<file path="config.mk">
export PLATFORM = sky130hd
export DESIGN_NAME = ghpi_device_flat
export DESIGN_NICKNAME = d
export VERILOG_FILES = /design/src/core/ghpi_pkg.sv /design/src/core/ghpi_if.sv /design/src/core/ghpi_device.sv /design/src/core/ghpi_sync.sv /design/src/flat_wrapper.sv
export SDC_FILE = /design/constraint.sdc
export NUM_CORES = 1
export LEC_CHECK = 0
export BUFFER_PORTS_ARGS = -buffer_cell sky130_fd_sc_hd__buf_4
export CELL_PAD_IN_SITES_DETAIL_PLACEMENT = 0
export CELL_PAD_IN_SITES_GLOBAL_PLACEMENT = 2
export CORE_ASPECT_RATIO = 1.75
export CORE_MARGIN = 1.5
export CORE_UTILIZATION = 37
export DETAILED_ROUTE_END_ITERATION = 10
export GPL_TIMING_DRIVEN = 0
export PLACE_DENSITY = 0.8
export REMOVE_ABC_BUFFERS = 1
export SLEW_MARGIN = 5
export SYNTH_ARGS = -nofsm -noshare
export SYNTH_HDL_FRONTEND = slang
export SYNTH_SLANG_ARGS = --single-unit
</file>
<file path="constraint.sdc">
create_clock -name clock -period 2.4 [get_ports clock]
set_input_delay 0.72 -clock clock [delete_from_list [all_inputs] [get_ports clock]]
set_output_delay 0.72 -clock clock [all_outputs]
set_load 0.02 [all_outputs]
</file>
<file path="src/core/ghpi_pkg.sv">
// Purpose: shared constants for the host pin interface
// Assumes: 8-bit data, 3-bit register select
// Notes: aux command codes and page map are local choices
package ghpi_pkg;
	localparam int DW = 8;
	localparam int RSW = 3;
	// register select values, page 0 and page 1
	localparam logic [2:0] RS_DATA = 3'h7;
	localparam logic [2:0] RS_AUX = 3'h3;
	localparam logic [2:0] RS_STAT2 = 3'h1;
	localparam logic [2:0] RS_CTRL = 3'h2;
	localparam logic [2:0] RS_PAGED_ID = 3'h7;
	// aux command codes (bit 7 is set/clear for some)
	localparam logic [6:0] AUX_SWRST = 7'h00;
	localparam logic [6:0] AUX_TRIG = 7'h08;
	localparam logic [6:0] AUX_GTS = 7'h0b;
	localparam logic [6:0] AUX_TCA = 7'h0c;
	localparam logic [6:0] AUX_SIC = 7'h0f;
	localparam logic [6:0] AUX_PAGE = 7'h1d;
	localparam logic [6:0] AUX_MODE7 = 7'h15;
	localparam logic [6:0] AUX_RPP = 7'h0e;
	localparam int AUX_SET_BIT = 7;
	localparam int STAT2_CIC_BIT = 0;
	localparam logic [7:0] PAGED_ID_VAL = 8'h5a;
	// control register bits
	localparam int CTRL_SIDS_BIT = 0;
	localparam int CTRL_DMAEN_BIT = 1;
	typedef enum logic [1:0]
	{
		GHPI_IDLE = 2'b00,
		GHPI_ACTIVE = 2'b01,
		GHPI_STANDBY = 2'b10
	} ghpi_ctl_t;
	typedef enum logic [1:0]
	{
		GHPI_H_IDLE = 2'b00,
		GHPI_H_SETUP = 2'b01,
		GHPI_H_STROBE = 2'b10,
		GHPI_H_DONE = 2'b11
	} ghpi_hst_t;
endpackage : ghpi_pkg

</file>
<file path="src/core/ghpi_if.sv">
// Purpose: pin bundle between host and device
// Assumes: testbench resolves open-collector interrupt
// Notes: pin-order data bus, bit reversed vs registers
`timescale 1ns/1ps
`default_nettype none
interface ghpi_if;
	import ghpi_pkg::*;
	logic ce_n;
	logic [RSW-1:0] register_select;
	logic data_direction_line;
	logic we_n;
	logic dma_grant_n;
	logic dma_request_n;
	logic [DW-1:0] host_data;
	logic [DW-1:0] dev_data;
	logic dev_data_oe;
	logic int_out;
	logic int_oe;
	modport dev
	(
		input ce_n, register_select, data_direction_line, we_n, dma_grant_n, host_data,
		output dma_request_n, dev_data, dev_data_oe, int_out, int_oe
	);
	modport host
	(
		output ce_n, register_select, data_direction_line, we_n, dma_grant_n, host_data,
		input dma_request_n, dev_data, dev_data_oe, int_out, int_oe
	);
endinterface : ghpi_if
`default_nettype wire

</file>
<file path="src/core/ghpi_device.sv">
// Purpose: device end of the host pin interface and controller pins
// Assumes: bus pins from the host arrive asynchronously
// Notes: GPIB side is reduced to state inputs and pin outputs
// How it works
// - controller pin low while active or standby
// - active drives ATN, standby releases it
// - status bit 0 reports controller state
// - select lines plus page choose register
// - grant or no chip enable masks select
// - host reads with strobe idle, direction high
// - write captured at strobe trailing edge
// - DMA read with direction low presents data-in
// - DMA write strobe ignored when direction low
// - pin bus bit-reversed against register bits
// - grant routes DMA, drops DMA request
// - interrupt only pulled low, never high
// - trigger while device trigger active
// - trigger pulse on trigger aux command
// - reset gives native mode, idle functions
// - power-on message held until cleared
// - reset acts asynchronously
`timescale 1ns/1ps
`default_nettype none
module ghpi_device
	import ghpi_pkg::*;
(
	input wire logic clock,
	input wire logic resetn,
	ghpi_if.dev pins,
	input wire logic parallel_poll_active,
	input wire logic source_idle,
	input wire logic device_trigger_active,
	input wire logic ifc_received,
	input wire logic control_received,
	input wire logic [ghpi_pkg::DW-1:0] data_in_byte,
	input wire logic data_in_valid,
	input wire logic out_ready,
	input wire logic irq_event,
	output logic transceiver_talk_enable,
	output logic controller_active_n,
	output logic atn_drive,
	output logic trigger_out,
	output logic power_on_msg,
	output logic native_mode,
	output logic [ghpi_pkg::DW-1:0] command_data_out_reg,
	output logic out_strobe,
	output logic [ghpi_pkg::DW-1:0] aux_command_reg,
	output logic aux_strobe
);
	import ghpi_pkg::*;
	ghpi_ctl_t ctl_q;
	ghpi_ctl_t ctl_d;
	logic ce_n_s;
	logic [RSW-1:0] rs_s;
	logic data_direction_line_s;
	logic we_n_s;
	logic gr_n_s;
	logic [DW-1:0] hd_s;
	logic we_n_q;
	logic page_q;
	logic swrst_q;
	logic native_q;
	logic trig_q;
	logic req_q;
	logic irq_q;
	logic [DW-1:0] ctrl_q;
	logic [DW-1:0] command_data_out_reg_q;
	logic [DW-1:0] aux_q;
	logic out_stb_q;
	logic aux_stb_q;
	logic [DW-1:0] rdata_q;
	logic rd_q;
	logic [DW-1:0] wreg;
	logic [DW-1:0] stat2;
	logic [DW-1:0] rsel;
	logic grant;
	logic cpu_sel;
	logic we_trail;
	logic cpu_wr;
	logic dma_wr;
	logic dma_rd;
	logic cpu_rd;
	logic wr_aux;
	logic wr_data;
	logic wr_ctrl;
	logic cic;
	logic cpu_rd_q;
	logic rd_end;
	////////////////////////////////////////////////////////////////
	ghpi_sync #(.W(RSW + 4 + DW), .INIT({{RSW{1'b0}}, 4'hf, {DW{1'b0}}})) u_sync
	(
		.clock(clock),
		.resetn(resetn),
		.din({pins.register_select, pins.ce_n, pins.data_direction_line, pins.we_n,
			pins.dma_grant_n, pins.host_data}),
		.dout({rs_s, ce_n_s, data_direction_line_s, we_n_s, gr_n_s, hd_s})
	);
	genvar i;
	generate
		for (i = 0; i < DW; i++)
		begin : g_rev
			assign wreg[i] = hd_s[DW-1-i];
			assign pins.dev_data[i] = rdata_q[DW-1-i];
		end
	endgenerate
	////////////////////////////////////////////////////////////////
	assign grant = !gr_n_s;
	assign cpu_sel = !grant && !ce_n_s;
	assign we_trail = we_n_s && !we_n_q;
	assign cpu_wr = cpu_sel && we_trail && !data_direction_line_s;
	assign dma_wr = grant && we_trail && data_direction_line_s;
	assign cpu_rd = cpu_sel && we_n_s && data_direction_line_s;
	assign dma_rd = grant && we_n_s && !data_direction_line_s;
	// read access ends, page may drop
	assign rd_end = cpu_rd_q && !cpu_rd;
	assign wr_data = cpu_wr && (rs_s == RS_DATA) && !page_q;
	assign wr_aux = cpu_wr && (rs_s == RS_AUX);
	assign wr_ctrl = cpu_wr && (rs_s == RS_CTRL);
	assign cic = (ctl_q != GHPI_IDLE);
	assign stat2 = {{(DW-1){1'b0}}, cic} << STAT2_CIC_BIT;
	assign rsel = (page_q && rs_s == RS_PAGED_ID) ? PAGED_ID_VAL :
		(rs_s == RS_STAT2) ? stat2 :
		(rs_s == RS_CTRL) ? ctrl_q :
		(rs_s == RS_DATA) ? data_in_byte : 8'h00;
	////////////////////////////////////////////////////////////////
	always_comb
	begin
		ctl_d = ctl_q;
		case (ctl_q)
			GHPI_IDLE:
			begin
				if (wr_aux && wreg[6:0] == AUX_SIC && !swrst_q)
					ctl_d = GHPI_ACTIVE;
				else if (control_received)
					ctl_d = GHPI_ACTIVE;
			end
			GHPI_ACTIVE:
			begin
				if (wr_aux && wreg[6:0] == AUX_GTS)
					ctl_d = GHPI_STANDBY;
			end
			GHPI_STANDBY:
			begin
				if (wr_aux && wreg[6:0] == AUX_TCA)
					ctl_d = GHPI_ACTIVE;
			end
			default:
				ctl_d = GHPI_IDLE;
		endcase
		if (ifc_received || swrst_q)
			ctl_d = GHPI_IDLE;
	end
	////////////////////////////////////////////////////////////////
	// async reset state
	always_ff @(posedge clock or negedge resetn)
	begin
		if (!resetn)
		begin
			ctl_q <= GHPI_IDLE;
			we_n_q <= 1'b1;
			page_q <= 1'b0;
			swrst_q <= 1'b1;
			native_q <= 1'b1;
			trig_q <= 1'b0;
			ctrl_q <= 8'h00;
			command_data_out_reg_q <= 8'h00;
			aux_q <= 8'h00;
			out_stb_q <= 1'b0;
			aux_stb_q <= 1'b0;
			rdata_q <= 8'h00;
			rd_q <= 1'b0;
			cpu_rd_q <= 1'b0;
		end
		else
		begin
			ctl_q <= ctl_d;
			we_n_q <= we_n_s;
			out_stb_q <= wr_data || dma_wr;
			aux_stb_q <= wr_aux;
			rd_q <= cpu_rd || dma_rd;
			cpu_rd_q <= cpu_rd;
			// grant routes DMA to data registers
			if (dma_rd)
				rdata_q <= data_in_byte;
			else if (cpu_rd)
				rdata_q <= rsel;
			if (wr_data || dma_wr)
				command_data_out_reg_q <= wreg;
			if (wr_ctrl)
				ctrl_q <= wreg;
			if (wr_aux)
				aux_q <= wreg;
			if (wr_aux && wreg[6:0] == AUX_PAGE)
				page_q <= 1'b1;
			else if (rd_end || cpu_wr)
				page_q <= 1'b0;
			if (wr_aux && wreg[6:0] == AUX_SWRST)
				swrst_q <= wreg[AUX_SET_BIT];
			if (wr_aux && wreg[6:0] == AUX_MODE7)
				native_q <= !wreg[AUX_SET_BIT];
			trig_q <= wr_aux && wreg[6:0] == AUX_TRIG;
		end
	end
	always_ff @(posedge clock or negedge resetn)
	begin
		if (!resetn)
		begin
			req_q <= 1'b0;
			irq_q <= 1'b0;
		end
		else
		begin
			req_q <= ctrl_q[CTRL_DMAEN_BIT] && !grant && (data_in_valid || out_ready);
			irq_q <= irq_event;
		end
	end
	////////////////////////////////////////////////////////////////
	// talk enable
	assign transceiver_talk_enable = (parallel_poll_active && !cic) || !source_idle;
	assign controller_active_n = !cic;
	assign atn_drive = (ctl_q == GHPI_ACTIVE);
	assign trigger_out = device_trigger_active || trig_q;
	assign power_on_msg = swrst_q;
	assign native_mode = native_q;
	assign command_data_out_reg = command_data_out_reg_q;
	assign out_strobe = out_stb_q;
	assign aux_command_reg = aux_q;
	assign aux_strobe = aux_stb_q;
	assign pins.dev_data_oe = rd_q && (cpu_rd || dma_rd);
	assign pins.dma_request_n = !req_q;
	assign pins.int_out = 1'b0;
	assign pins.int_oe = irq_q;
endmodule : ghpi_device
`default_nettype wire

</file>
<file path="src/core/ghpi_sync.sv">
// Purpose: three-stage input synchroniser with agreement
// Assumes: single clock
// Notes: output changes when stages two and three agree
`timescale 1ns/1ps
`default_nettype none
module ghpi_sync #(
	parameter int W = 1,
	parameter logic [W-1:0] INIT = '0
)
(
	input wire logic clock,
	input wire logic resetn,
	input wire logic [W-1:0] din,
	output logic [W-1:0] dout
);
	logic [W-1:0] s1_q;
	logic [W-1:0] s2_q;
	logic [W-1:0] s3_q;
	logic [W-1:0] out_q;
	logic [W-1:0] out_d;
	if (W < 1)
	begin : g_bad_w
		$error("W must be at least 1");
	end
	genvar i;
	generate
		for (i = 0; i < W; i++)
		begin : g_agree
			assign out_d[i] = (s2_q[i] == s3_q[i]) ? s3_q[i] : out_q[i];
		end
	endgenerate
	always_ff @(posedge clock or negedge resetn)
	begin
		if (!resetn)
		begin
			s1_q <= INIT;
			s2_q <= INIT;
			s3_q <= INIT;
			out_q <= INIT;
		end
		else
		begin
			s1_q <= din;
			s2_q <= s1_q;
			s3_q <= s2_q;
			out_q <= out_d;
		end
	end
	assign dout = out_q;
endmodule : ghpi_sync
`default_nettype wire

</file>
<file path="src/flat_wrapper.sv">
// flat-port wrapper written by rule: the top's interface ports become plain ports
module ghpi_device_flat import ghpi_pkg::*;
  (clock, resetn, parallel_poll_active, source_idle, device_trigger_active, ifc_received, control_received, data_in_byte, data_in_valid, out_ready, irq_event, transceiver_talk_enable, controller_active_n, atn_drive, trigger_out, power_on_msg, native_mode, command_data_out_reg, out_strobe, aux_command_reg, aux_strobe, pins_ce_n, pins_register_select, pins_data_direction_line, pins_we_n, pins_dma_grant_n, pins_host_data, pins_dma_request_n, pins_dev_data, pins_dev_data_oe, pins_int_out, pins_int_oe);
  ghpi_if pins_i ();
  input wire logic clock;
  input wire logic resetn;
  input wire logic parallel_poll_active;
  input wire logic source_idle;
  input wire logic device_trigger_active;
  input wire logic ifc_received;
  input wire logic control_received;
  input wire logic [ghpi_pkg::DW-1:0] data_in_byte;
  input wire logic data_in_valid;
  input wire logic out_ready;
  input wire logic irq_event;
  output logic transceiver_talk_enable;
  output logic controller_active_n;
  output logic atn_drive;
  output logic trigger_out;
  output logic power_on_msg;
  output logic native_mode;
  output logic [ghpi_pkg::DW-1:0] command_data_out_reg;
  output logic out_strobe;
  output logic [ghpi_pkg::DW-1:0] aux_command_reg;
  output logic aux_strobe;
  input wire logic [$bits(pins_i.ce_n)-1:0] pins_ce_n;
  input wire logic [$bits(pins_i.register_select)-1:0] pins_register_select;
  input wire logic [$bits(pins_i.data_direction_line)-1:0] pins_data_direction_line;
  input wire logic [$bits(pins_i.we_n)-1:0] pins_we_n;
  input wire logic [$bits(pins_i.dma_grant_n)-1:0] pins_dma_grant_n;
  input wire logic [$bits(pins_i.host_data)-1:0] pins_host_data;
  output wire logic [$bits(pins_i.dma_request_n)-1:0] pins_dma_request_n;
  output wire logic [$bits(pins_i.dev_data)-1:0] pins_dev_data;
  output wire logic [$bits(pins_i.dev_data_oe)-1:0] pins_dev_data_oe;
  output wire logic [$bits(pins_i.int_out)-1:0] pins_int_out;
  output wire logic [$bits(pins_i.int_oe)-1:0] pins_int_oe;
  assign pins_i.ce_n = pins_ce_n;
  assign pins_i.register_select = pins_register_select;
  assign pins_i.data_direction_line = pins_data_direction_line;
  assign pins_i.we_n = pins_we_n;
  assign pins_i.dma_grant_n = pins_dma_grant_n;
  assign pins_i.host_data = pins_host_data;
  assign pins_dma_request_n = pins_i.dma_request_n;
  assign pins_dev_data = pins_i.dev_data;
  assign pins_dev_data_oe = pins_i.dev_data_oe;
  assign pins_int_out = pins_i.int_out;
  assign pins_int_oe = pins_i.int_oe;
  ghpi_device u_core (.clock(clock), .resetn(resetn), .pins(pins_i), .parallel_poll_active(parallel_poll_active), .source_idle(source_idle), .device_trigger_active(device_trigger_active), .ifc_received(ifc_received), .control_received(control_received), .data_in_byte(data_in_byte), .data_in_valid(data_in_valid), .out_ready(out_ready), .irq_event(irq_event), .transceiver_talk_enable(transceiver_talk_enable), .controller_active_n(controller_active_n), .atn_drive(atn_drive), .trigger_out(trigger_out), .power_on_msg(power_on_msg), .native_mode(native_mode), .command_data_out_reg(command_data_out_reg), .out_strobe(out_strobe), .aux_command_reg(aux_command_reg), .aux_strobe(aux_strobe));
endmodule
</file>
==> run_results.csv <==
group,metric,value,unit
logic_synthesis,ys_seq_area_share,70.99,%
grt,track_usage,14.92,%
detailed_routing,routedWlPerCell,15.30,um
sta,finalSetupViolCount,0,
critical_path,crit_chain,"and3b_2 > o21ai_4 > clkinv_4 > and2_4 > buf_6",
power,power.total,4.313,mW
cells_and_area,final_cell_mix,"dfrtp_1, buf_4, nand2_1",
detailed_routing,vias,2339,
logic_synthesis,synth-edff-count,0,
critical_path,crit_fanout,2,
detailed_routing,wl_met3,375,um
sta,relSlewSlack,59.02,%
critical_path,cp-end-kind,"output port",
logic_synthesis,ys_warn_count,0,
detailed_routing,first_pass_iters,4,
logic_synthesis,synth_area_leader_cell,"dfrtp_1",
floorplan,die_w,78.95,um
floorplan,io_pins,69,
floorplan,dieArea,10730,sq um
detailed_routing,wl,7331,um
cells_and_area,layout.nets,382,
power,p_per_area,902.0,nW/um^2
detailed_routing,antenna_left,0,
detailed_routing,wl_met1,3110,um
critical_path,critical-path-top-delay-family,"flip-flops",
clock_network,clk_pin_slew,0.07,ns
critical_path,crit_slowest_cell,"dfstp_2",
detailed_routing,highest_layer,"met4",
cells_and_area,area_growth,28.01,%
sta,tightest_slew,0.6134,ns
detailed_routing,drt_iter0_drc,161,
clock_network,cts_made_buffers,9,
critical_path,crit_path_start_kind,"register",
floorplan,rows,48,
place,dp_cells,452,
sta,fin_skew,0.003752,ns
sta,slew_viol_final,0,
sta,rsz0062_at_grt,"no",
detailed_routing,avgViaCountPerCell,4.883,
logic_synthesis,ys_seq_elements,105,
cells_and_area,ff_latch_area,2651,sq um
logic_synthesis,synthArstFlopShare,100.0,%
grt,grt_pass1_vias,2334,
grt,grt_start_max_net_pins,106,
worst_hold_path,hold_path.class,"in -> async",
clock_network,clockBufferDepth,2,
critical_path,crit_buf_inv,2,
sta,fmax,428.8,MHz
place,port_buffers,67,
clock_network,cts_tree,"yes",
critical_path,rr_worst_depth,4,
critical_path,ff2ff_setup_slack,0.09,ns
critical_path,cp_slowest_stage_delay,0.53,ns
place,dp_hpwl,4829,um
critical_path,arrival,1.61,ns
clock_network,root_buffer,"clkbuf_16",
sta,hold_viol,0,
sta,timing.final.crit_share,97.16,%
critical_path,r2r_start,"u_core.u_sync.dout[8]",
logic_synthesis,syn-instance-count,271,
cells_and_area,diodes,0,
status,status,"finished, final reports clean",
clock_network,cts.sinks,105,
cells_and_area,stdcell_count,479,
detailed_routing,dr_wl_met2,3691,um
sta,setup_tns,0,ns
detailed_routing,drc,0,
floorplan,core-area,9849,sq um
logic_synthesis,avgSynthCellArea,13.78,sq um
grt,overflow,0,
logic_synthesis,synth_top_area_share,57.62,%
logic_synthesis,synth.top_cells.by_area,"dfrtp_1, dfstp_2, mux2_2",
critical_path,r2r-end,"u_core.ctl_q[1]",
floorplan,start_util,37.92,%
cells_and_area,multi_input_area,1023,sq um
critical_path,worstSetupPathType,"reg -> out",
logic_synthesis,synth.distinct_cells,43,
cells_and_area,n_fill_cell,907,
clock_network,clock_latency,0.34,ns
critical_path,required,1.68,ns
logic_synthesis,ys.flop_type,"dfrtp_1",
power,p_leak,2.208,nW
grt,antenna_found_initial,0,
sta,period_needed,2.332,ns
clock_network,cts.htree.levels,3,
power,peakVddDrop,0.5569,mV
cells_and_area,fin_util,48.54,%
floorplan,die_h,135.9,um
cells_and_area,drive_gt1_share,40.40,%
cells_and_area,final_common_cell,"dfrtp_1",
logic_synthesis,synth_area,3735,sq um
run,drv_cap,0,
place,gp_congestion,0.8510,
grt,grt_pass1_wl,12060,um
==> metal layers <==
metal / GRT usage, % / vias to the layer above
li1: - / 1109
met1: 19.95 / 1155
met2: 22.65 / 68
met3: 3.960 / 7
met4: 6.920 / 0
met5: 0 / -
==> synthesized netlist by cell type (all sizes together), types with 2 or more instances <==
cell and instances:
dfrtp 86, nand2 33, dfstp 19, mux2 17
maj3 15, nor2 12, clkbuf 10, inv 9
a21oi 6, nor3 5, nand4 4, nand4b 4
o21ai 4, a221oi 3, a222oi 3, a32o 3
nand3 3, nor4 3, o22ai 3, a22o 2
a41oi 2, and2 2, buf 2, nor3b 2
or3b 2, or4 2
==> metrics by stage <==
stage          hold slack [ns]  cell area [sq um]  setup WS (ns)
5_1_grt                 0.1314               4781       0.005139
3_3_place_gp            0.3313               4338        -0.8159
3_5_place_dp            0.3347               4352        -0.4668
2_1_floorplan           0.3312               3679       -0.01702
4_1_cts                 0.3518               4711        0.04259
6_report                0.1494               4781        0.06809
==> power breakdown <==
group,internal [mW],switching [mW]
logic,0.365,0.382
registers,2.00,0.165
clock network,0.722,0.679
==> cell type report <==
class                   count  area share (%)
inverters                  10          0.8898
well taps                 125           3.271
clock buffers               9           4.711
flip-flops and latches    105           55.46
clock inverters             7           1.282
repair buffers             79           12.98
multi-input cells         144           21.41
==> logic make-up after synthesis <==
| group | share of synthesized area, % |
|---|---|
| fa+ha+maj | 4.020 |
| other cells | 0.1004 |
| buf+inv | 2.513 |
| mux | 5.394 |
| compound gates | 5.964 |
| simple gates | 11.02 |
| flops | 70.99 |
==> timing repair <==
| action | CTS | global route |
|---|---|---|
| setup endpoints to repair | 2 | 2 |
| buffers inserted | 7 | 3 |
| resized for setup | 6 | 5 |
| pin swaps | 1 | 4 |
| hold buffers | 0 | 0 |
==> worst register-to-register path, stage by stage, from the launching register on <==
cell,delay [ns]
dfstp_2,0.58
or3b_4,0.40
or4_4,0.56
or4_4,0.51
a211oi_2,0.18
==> worst max-delay path by stage <==
stage,startpoint,end,cells after the start
2_1_floorplan,u_core.u_sync.dout[8],u_core.power_on_msg,4
3_3_place_gp,u_core.u_sync.dout[8],u_core.native_mode,4
3_5_place_dp,u_core.u_sync.dout[11],pins_dev_data_oe,5
4_1_cts,u_core.u_sync.dout[8],u_core.ctl_q[1],4
5_1_grt,u_core.u_sync.dout[11],pins_dev_data_oe,5
6_report,u_core.u_sync.dout[11],pins_dev_data_oe,5
No activity file was read; power rests on OpenSTA's default activity.
